### src/mac_flow_tag_pkg.sv
// Package for the flow-busy, tag-identifier and wake-filter slice.
// Assumes a single 100 MHz clock domain and a plain strobe register port.
`default_nettype none
package mac_flow_tag_pkg;

    // ------------------------------------------------------------------
    // Register indices and address width
    // ------------------------------------------------------------------
    localparam int unsigned ADDR_W = 8;
    localparam logic [ADDR_W-1:0] IDX_FIRST_TAG  = 8'h09;
    localparam logic [ADDR_W-1:0] IDX_SECOND_TAG = 8'h0A;
    localparam logic [ADDR_W-1:0] IDX_WAKE_LOAD  = 8'h0B;
    localparam logic [ADDR_W-1:0] IDX_FLOW_STAT  = 8'h20;
    localparam logic [ADDR_W-1:0] IDX_INT_STAT   = 8'h21;
    localparam logic [ADDR_W-1:0] IDX_INT_MASK   = 8'h22;
    localparam logic [ADDR_W-1:0] IDX_FLOW_CTRL  = 8'h23;

    // ------------------------------------------------------------------
    // Fields and reset values
    // ------------------------------------------------------------------
    localparam int unsigned TAG_W       = 16;
    localparam logic [31:0] REG_RESET   = 32'h0000_0000;
    localparam logic [TAG_W-1:0] TAG_RESET = 16'h0000;
    localparam int unsigned FILT_WORDS  = 8;
    localparam int unsigned FILT_PTR_W  = 3;
    localparam logic [FILT_PTR_W-1:0] FILT_PTR_LAST = 3'h7;
    localparam int unsigned BUSY_BIT    = 0;
    localparam int unsigned TXEN_BIT    = 1;
    localparam int unsigned NUM_EVT     = 3;
    localparam int unsigned EVT_BUSY_DONE = 0;
    localparam int unsigned EVT_TAG_HIT   = 1;
    localparam int unsigned EVT_TOO_LONG  = 2;

    // Frame lengths and tag byte positions, in bytes
    localparam logic [10:0] LEN_MAX_PLAIN  = 11'h5EE;
    localparam logic [10:0] LEN_MAX_TAGGED = 11'h5F2;
    localparam logic [10:0] TAG_BYTE_HI    = 11'h00C;
    localparam logic [10:0] TAG_BYTE_LO    = 11'h00D;
    localparam logic [10:0] LEN_ONE        = 11'h001;

    typedef struct packed {
        logic              wr;
        logic              rd;
        logic [ADDR_W-1:0] addr;
        logic [31:0]       wdata;
    } reg_req_s;

    typedef struct packed {
        logic       valid;
        logic       first;
        logic       last;
        logic [7:0] data;
    } rx_byte_s;

    typedef enum logic [1:0] {TX_IDLE, TX_PAUSE, TX_BACKP} flow_tx_e;

endpackage

`default_nettype wire

### src/mac_flow_tag_wake.sv
// Flow-busy tracking, tag detection, frame-length limit, wake filter load.
// Assumes tx engine flags are on the same clock as the register port.
`timescale 1ns/100ps
`default_nettype none

module mac_flow_tag_wake
    import mac_flow_tag_pkg::*;
(
    input  wire logic                clock,
    input  wire logic                rst_n,
    input  wire reg_req_s            req,
    output logic [31:0]              rdata,
    input  wire logic                pause_req,
    input  wire logic                backp_req,
    input  wire logic                pause_done,
    input  wire logic                backp_done,
    output logic                     pause_tx_go,
    output logic                     backp_tx_go,
    input  wire rx_byte_s            rx,
    output logic                     rx_tagged,
    output logic                     rx_too_long,
    output logic [FILT_WORDS*32-1:0] wake_filter_word,
    output logic                     irq
);

    // ------------------------------------------------------------------
    // Register decode
    // ------------------------------------------------------------------
    wire hit_first  = req.addr == IDX_FIRST_TAG;
    wire hit_second = req.addr == IDX_SECOND_TAG;
    wire hit_wake   = req.addr == IDX_WAKE_LOAD;
    wire hit_flow   = req.addr == IDX_FLOW_STAT;
    wire hit_istat  = req.addr == IDX_INT_STAT;
    wire hit_imask  = req.addr == IDX_INT_MASK;
    wire hit_ctrl   = req.addr == IDX_FLOW_CTRL;
    wire wr_wake    = req.wr && hit_wake;

    logic [TAG_W-1:0]      first_tag_value_ff;
    logic [TAG_W-1:0]      second_tag_value_ff;
    logic                  tx_enable_ff;
    logic                  pause_busy_flag_ff;
    flow_tx_e              tx_state_ff;
    flow_tx_e              nxt_tx_state;
    logic [FILT_PTR_W-1:0] filt_ptr_ff;
    logic [31:0]           filt_mem_ff [FILT_WORDS];
    logic [NUM_EVT-1:0]    int_stat_ff;
    logic [NUM_EVT-1:0]    int_mask_ff;
    logic [NUM_EVT-1:0]    evt;
    logic [31:0]           nxt_rdata;

    // ------------------------------------------------------------------
    // Register writes
    // ------------------------------------------------------------------
    always_ff @(posedge clock or negedge rst_n) begin
        if (!rst_n) begin
            first_tag_value_ff  <= TAG_RESET;
            second_tag_value_ff <= TAG_RESET;
            tx_enable_ff        <= 1'b0;
            int_mask_ff         <= '0;
        end else if (req.wr) begin
            if (hit_first)
                first_tag_value_ff <= req.wdata[TAG_W-1:0];
            if (hit_second)
                second_tag_value_ff <= req.wdata[TAG_W-1:0];
            if (hit_ctrl)
                tx_enable_ff <= req.wdata[TXEN_BIT];
            if (hit_imask)
                int_mask_ff <= req.wdata[NUM_EVT-1:0];
        end
    end

    // ------------------------------------------------------------------
    // Flow-control transmit tracking
    // ------------------------------------------------------------------
    always_comb begin
        // Pause request wins over back pressure
        nxt_tx_state = tx_state_ff;
        case (tx_state_ff)
            TX_IDLE: begin
                if (tx_enable_ff && pause_req)
                    nxt_tx_state = TX_PAUSE;
                else if (tx_enable_ff && backp_req)
                    nxt_tx_state = TX_BACKP;
            end
            TX_PAUSE: begin
                if (pause_done)
                    nxt_tx_state = TX_IDLE;
            end
            // Back pressure also stops when transmitter is disabled
            TX_BACKP: begin
                if (backp_done || !tx_enable_ff)
                    nxt_tx_state = TX_IDLE;
            end
            default: nxt_tx_state = TX_IDLE;
        endcase
    end

    assign pause_tx_go = tx_state_ff == TX_PAUSE;
    assign backp_tx_go = tx_state_ff == TX_BACKP;

    // Busy follows the next state, so it rises with the go level
    always_ff @(posedge clock or negedge rst_n) begin
        if (!rst_n) begin
            tx_state_ff        <= TX_IDLE;
            pause_busy_flag_ff <= 1'b0;
        end else begin
            tx_state_ff        <= nxt_tx_state;
            pause_busy_flag_ff <= nxt_tx_state != TX_IDLE;
        end
    end

    // ------------------------------------------------------------------
    // Receive tag detection and length limit
    // ------------------------------------------------------------------
    logic [10:0]      rx_cnt_ff;
    logic [7:0]       tag_hi_ff;
    logic             tagged_ff;
    logic             too_long_ff;
    // Held high byte joined with the current low byte
    wire  [TAG_W-1:0] tag_field = {tag_hi_ff, rx.data};
    // Byte position, restarted by the first byte of a frame
    wire  [10:0]      rx_pos    = rx.first ? '0 : rx_cnt_ff;
    // Tag value zero matches a zero field; there is no enable bit
    wire  tag_at   = rx.valid && rx_pos == TAG_BYTE_LO;
    wire  hit1     = tag_at && tag_field == first_tag_value_ff;
    wire  hit2     = tag_at && tag_field == second_tag_value_ff;
    wire  is_tag   = tagged_ff || hit1 || hit2;
    wire  [10:0] len_max = is_tag ? LEN_MAX_TAGGED : LEN_MAX_PLAIN;
    wire  over     = rx.valid && rx_pos >= len_max;

    always_ff @(posedge clock or negedge rst_n) begin
        if (!rst_n) begin
            rx_cnt_ff   <= '0;
            tag_hi_ff   <= '0;
            tagged_ff   <= 1'b0;
            too_long_ff <= 1'b0;
        end else if (rx.valid) begin
            // Count saturates so a runaway frame cannot wrap
            rx_cnt_ff   <= rx.last ? '0 : ((rx_pos == '1) ? rx_pos : rx_pos + LEN_ONE);
            if (rx_pos == TAG_BYTE_HI)
                tag_hi_ff <= rx.data;
            tagged_ff   <= rx.first ? (hit1 || hit2) : is_tag;
            too_long_ff <= rx.first ? over : (too_long_ff || over);
        end
    end

    assign rx_tagged   = tagged_ff;
    assign rx_too_long = too_long_ff;

    // ------------------------------------------------------------------
    // Wake-up filter load port
    // ------------------------------------------------------------------
    // Pointer steps on writes only; reads never move it
    always_ff @(posedge clock or negedge rst_n) begin
        if (!rst_n)
            filt_ptr_ff <= '0;
        else if (wr_wake)
            filt_ptr_ff <= (filt_ptr_ff == FILT_PTR_LAST) ? '0 : filt_ptr_ff + 1'b1;
    end

    genvar gi;
    generate
        for (gi = 0; gi < FILT_WORDS; gi++) begin : g_filt
            always_ff @(posedge clock or negedge rst_n) begin
                if (!rst_n)
                    filt_mem_ff[gi] <= REG_RESET;
                else if (wr_wake && filt_ptr_ff == FILT_PTR_W'(gi))
                    filt_mem_ff[gi] <= req.wdata;
            end
            assign wake_filter_word[gi*32 +: 32] = filt_mem_ff[gi];
        end
    endgenerate

    // ------------------------------------------------------------------
    // Interrupt status
    // ------------------------------------------------------------------
    // Sticky bits; a new event wins over a clear in the same cycle
    assign evt[EVT_BUSY_DONE] = pause_busy_flag_ff && !(nxt_tx_state != TX_IDLE);
    assign evt[EVT_TAG_HIT]   = hit1 || hit2;
    assign evt[EVT_TOO_LONG]  = over && !too_long_ff;

    always_ff @(posedge clock or negedge rst_n) begin
        if (!rst_n)
            int_stat_ff <= '0;
        else
            int_stat_ff <= evt | (int_stat_ff & ~((req.wr && hit_istat) ? req.wdata[NUM_EVT-1:0] : '0));
    end

    // Level interrupt from unmasked sticky bits
    assign irq = |(int_stat_ff & int_mask_ff);

    // ------------------------------------------------------------------
    // Read data
    // ------------------------------------------------------------------
    always_comb begin
        // Unmapped and write-only locations read as zero
        nxt_rdata = REG_RESET;
        if (req.rd) begin
            if (hit_first)  nxt_rdata[TAG_W-1:0]   = first_tag_value_ff;
            if (hit_second) nxt_rdata[TAG_W-1:0]   = second_tag_value_ff;
            if (hit_flow)   nxt_rdata[BUSY_BIT]    = pause_busy_flag_ff;
            if (hit_ctrl)   nxt_rdata[TXEN_BIT]    = tx_enable_ff;
            if (hit_istat)  nxt_rdata[NUM_EVT-1:0] = int_stat_ff;
            if (hit_imask)  nxt_rdata[NUM_EVT-1:0] = int_mask_ff;
        end
    end

    always_ff @(posedge clock or negedge rst_n) begin
        if (!rst_n)
            rdata <= REG_RESET;
        else
            rdata <= nxt_rdata;
    end

    // Receive path
    wire at_plain_max = rx.valid && rx_pos == LEN_MAX_PLAIN;
    wire at_tag_max   = rx.valid && rx_pos == LEN_MAX_TAGGED;
endmodule

`default_nettype wire

### config.mk
export PLATFORM = sky130hd
export DESIGN_NAME = mac_flow_tag_wake
export DESIGN_NICKNAME = d
export VERILOG_FILES = /design/src/mac_flow_tag_pkg.sv /design/src/mac_flow_tag_wake.sv
export SDC_FILE = /design/constraint.sdc
export NUM_CORES = 1
export LEC_CHECK = 0
export CAP_MARGIN = 20
export CORE_ASPECT_RATIO = 1.5
export CORE_UTILIZATION = 60
export CTS_CLUSTER_DIAMETER = 100
export DETAILED_ROUTE_END_ITERATION = 8
export DONT_BUFFER_PORTS = 1
export GPL_TIMING_DRIVEN = 0
export PLACE_DENSITY = 0.76
export SLEW_MARGIN = 10
export SYNTH_ARGS = -nofsm -noshare
export SYNTH_HDL_FRONTEND = slang
export SYNTH_SLANG_ARGS = --single-unit
### constraint.sdc
create_clock -name clock -period 5.45 [get_ports clock]
set_input_delay 0.545 -clock clock [delete_from_list [all_inputs] [get_ports clock]]
set_output_delay 0.545 -clock clock [all_outputs]
set_load 0.01 [all_outputs]
==> results.toml <==
[timing]
totalNegativeSetupSlack_ns = 0
maxSlewHeadroom_pct = 30.43
worst_slack_ns = 2.325
slew_viol_final = 0
timing.final.crit_share_pct = 57.34
fin_skew_ns = 0.01651
whs_ns = -0.3194
fmax_mhz = 320.0
hold_viol = 338
finalSetupViolations = 0
tightest_slew_ns = 1.044
finalCriticalPeriod_ns = 3.125
rsz0062_at_grt = "false"

[global_route]
grt_pass1_wl_um = 50230
top_usage_layer = "met2"
use_met1_pct = 31.44
gr-total-overflow = 0
gr-usage-met2_pct = 50.04
gr-usage-met3_pct = 8.120
antenna_found_initial = 0
first_global_vias = 8278
grt_max_degree = 339
grt.total_usage_pct = 27.91

[power_and_ir_drop]
p_sw_mw = 1.042
comb_power_share_pct = 2.5
power_density_nw_per_um2 = 329.3
p_seq_share_pct = 50.9
power.share.switching_pct = 20.52
power_mw = 5.079
leakage_nw = 8.069
internal_power_mw = 4.037
ir_drop_v = 0.0002856
p_clk_share_pct = 46.5

[placed_design]
routabilityCongestion = 0.9281
dp_slack_ns = 2.307
postPlaceCellArea_um2 = 14300
dp_hpwl_um = 22740
dpl.cell_count = 1247
io_buffers = 0

[synth]
netlist_instances = 956
yosysWarnings = 0
ys_types = 56
synth_edf_count = 0
synth.cell_area_um2 = 13890
synth_area_per_cell_um2 = 14.53
synth_top_area_share_pct = 60.88
synth_seq_cells = 338
yosysMostFrequentCell = "dfrtp_1"
async_reset_ff_share_pct = 100.0
synthFlopType = "dfrtp_1"
yosys-top-cells-area = "dfrtp_1 (61%), mux2_2 (23%), xor2_1 (2.0%), ha_1 (1.2%), nor2b_1 (1.2%)"
yosysTopAreaCell = "dfrtp_1"
synth.top_cells.by_count = "dfrtp_1 (338), mux2_2 (288), xor2_1 (32), buf_2 (28), nor2b_1 (26)"
seq_area_frac_synth_pct = 60.88

[setup_path]
cp_slowest_cell = "or4b_2"
ff2ff_path_depth = 11
crit_arrival_ns = 3.55
crit_required_ns = 5.88
cp-start-kind = "flip-flop"
endpoint_kind = "flip-flop"
path_common_cell = "a21oi_1"
path_max_fanout = 6
cpPeakStageDelay_ns = 0.67
crit_type = "flip-flop to flip-flop"
cp_cell_sequence = "or4b_2, nor3_1, nand2_1, a21oi_1, or2_2, ha_1, and3b_1, o211ai_1, a21oi_1, o21ai_0, o2bb2ai_1"

[cts]
cts_root_buf = "clkbuf_16"
cts_tree = "yes"
clock_path_buffers = 3
htreeDepth = 1
cts_buffers = 31
cts.clk_slew.worst_paths_ns = 0.07
clk-insertion-delay-late_ns = 0.56
clock-sinks = 338
post_cts_buffers = 0

[detailed_routing]
drtPass1Iterations = 4
route.detailed.drc = 0
routed-via-count = 7875
vias_per_cell = 6.039
drtAntennaViolNets = 0
wirelength_um = 32640
dr.first_iter.drc_count = 439
wl_per_cell_um = 25.03

[floorplan]
die_h_um = 188.4
boundaryPins = 352
start_util_pct = 61.61
core_um2 = 22550
die_area_um2 = 23780
die_w_um = 126.2
rows = 67

[final_layout]
nNetsFinal = 1076
fillers = 1564
stdcell_count = 1304
final_area_um2 = 15420
syn2layout_area_growth_pct = 11.01
layout-drive-gt1-share_pct = 38.91
n_antenna_cell = 0

[min_path]
hold_path.class = "primary input to asynchronous set/reset pin"

[flow_run]
drv_cap = 0

[status]
failed_checks = "negative hold slack"
status = "finished, violations left"
per-stage QoR:
step | hold WS, ns | utilization (%)
5_1_grt | -0.3325 | 68.40
4_1_cts | -0.3350 | 68.40
2_1_floorplan | 0.2494 | -
6_report | -0.3194 | 68.40
3_5_place_dp | 0.2583 | 63.39
3_3_place_gp | 0.2565 | 63.39
cell type report:
cell class              count  area (um2)  share of cell area [%]
multi-input cells         552        5085                   32.97
clock buffers              42       897.1                   5.817
inverters                  12       45.04                  0.2920
well taps                 276       345.3                   2.239
flip-flops and latches    338        8458                   54.84
clock inverters            15       231.5                   1.501
plain buffers              69       361.6                   2.344
power by group through the flow:
stage	logic (mW)	clock network (mW)	registers, mW
after global placement	0.125	0	2.63
after CTS	0.130	2.40	2.59
after detailed placement	0.129	0	2.63
final	0.129	2.36	2.59
after global routing	0.142	2.50	2.59
after floorplan	0.102	0	2.62
path summary, 6_finish.rpt:
path / from / endpoint / slack, ns
max: rx_cnt_ff[9]$_DFFE_PN0P_ / int_stat_ff[2]$_DFF_PN0_ / 2.32
min: rst_n / rx_cnt_ff[3]$_DFFE_PN0P_ / -0.32
max reg2reg: rx_cnt_ff[9]$_DFFE_PN0P_ / int_stat_ff[2]$_DFF_PN0_ / 2.32
min reg2reg: tx_state_ff[0]$_DFF_PN0_ / tx_state_ff[1]$_DFF_PN0_ / 0.50
max in group asynchronous: rst_n / wake_filter_word[87]$_DFFE_PN0P_ / 4.91
min in group clock: rx[8] / rx_cnt_ff[4]$_DFFE_PN0P_ / 0.08
registers in the layout (all words and copies together), names as in the netlist:
name	flops
wake_filter_word	256
int_stat_ff	3
tx_state_ff	2
rdata	16
second_tag_value_ff	16
rx_tagged	1
pause_busy_flag_ff	1
first_tag_value_ff	16
int_mask_ff	3
rx_cnt_ff	11
tx_enable_ff	1
rx_too_long	1
filt_ptr_ff	3
tag_hi_ff	8
placed cells by master (no fill, tap or decap), types with 9 or more instances in the layout:
master,netlist,layout
xor2_1,32,32
ha_1,13,13
nand2_1,25,25
a21oi_1,13,13
nor2b_1,26,26
inv_1,12,12
dfrtp_1,338,338
mux2_1,13,13
nor4_1,9,9
conb_1,1,16
clkbuf_1,10,13
buf_4,16,16
clkbuf_16,0,31
a22oi_1,16,16
buf_2,28,28
mux2_2,288,288
buf_1,14,14
nor2_1,14,14
worst max-delay path: cells and delay by family, from the launching register on:
family | cells | cell delay (ns)
adder cells (fa/ha/maj) | 1 | 0.22
AO/OA/AOI/OAI | 5 | 0.95
flip-flops | 1 | 0.43
AND/OR/NAND/NOR | 5 | 1.39
cell families (layout without fill, tap and decap cells):
logic type,Yosys count,in the layout,synth area share (%)
flip-flops,338,338,60.88
multiplexers,301,301,24.40
AND/OR/NAND/NOR,119,119,4.971
buffers and inverters,81,138,2.927
AO/OA/AOI/OAI,70,70,3.548
XOR/XNOR,33,33,2.080
adder cells (fa/ha/maj),13,13,1.171
other,1,16,0.02699
per-layer routing:
layer	vias up	routed length, um
met3	66	2549
met4	0	1114
li1	3440	-
met5	-	0
met1	4066	11680
met2	303	17290
timing repair:
action,4_1_cts,5_1_grt
endpoints found under the hold margin,338,338
resized for setup,0,0
setup endpoints to repair,0,0
Power figures use the tool's default switching activity.
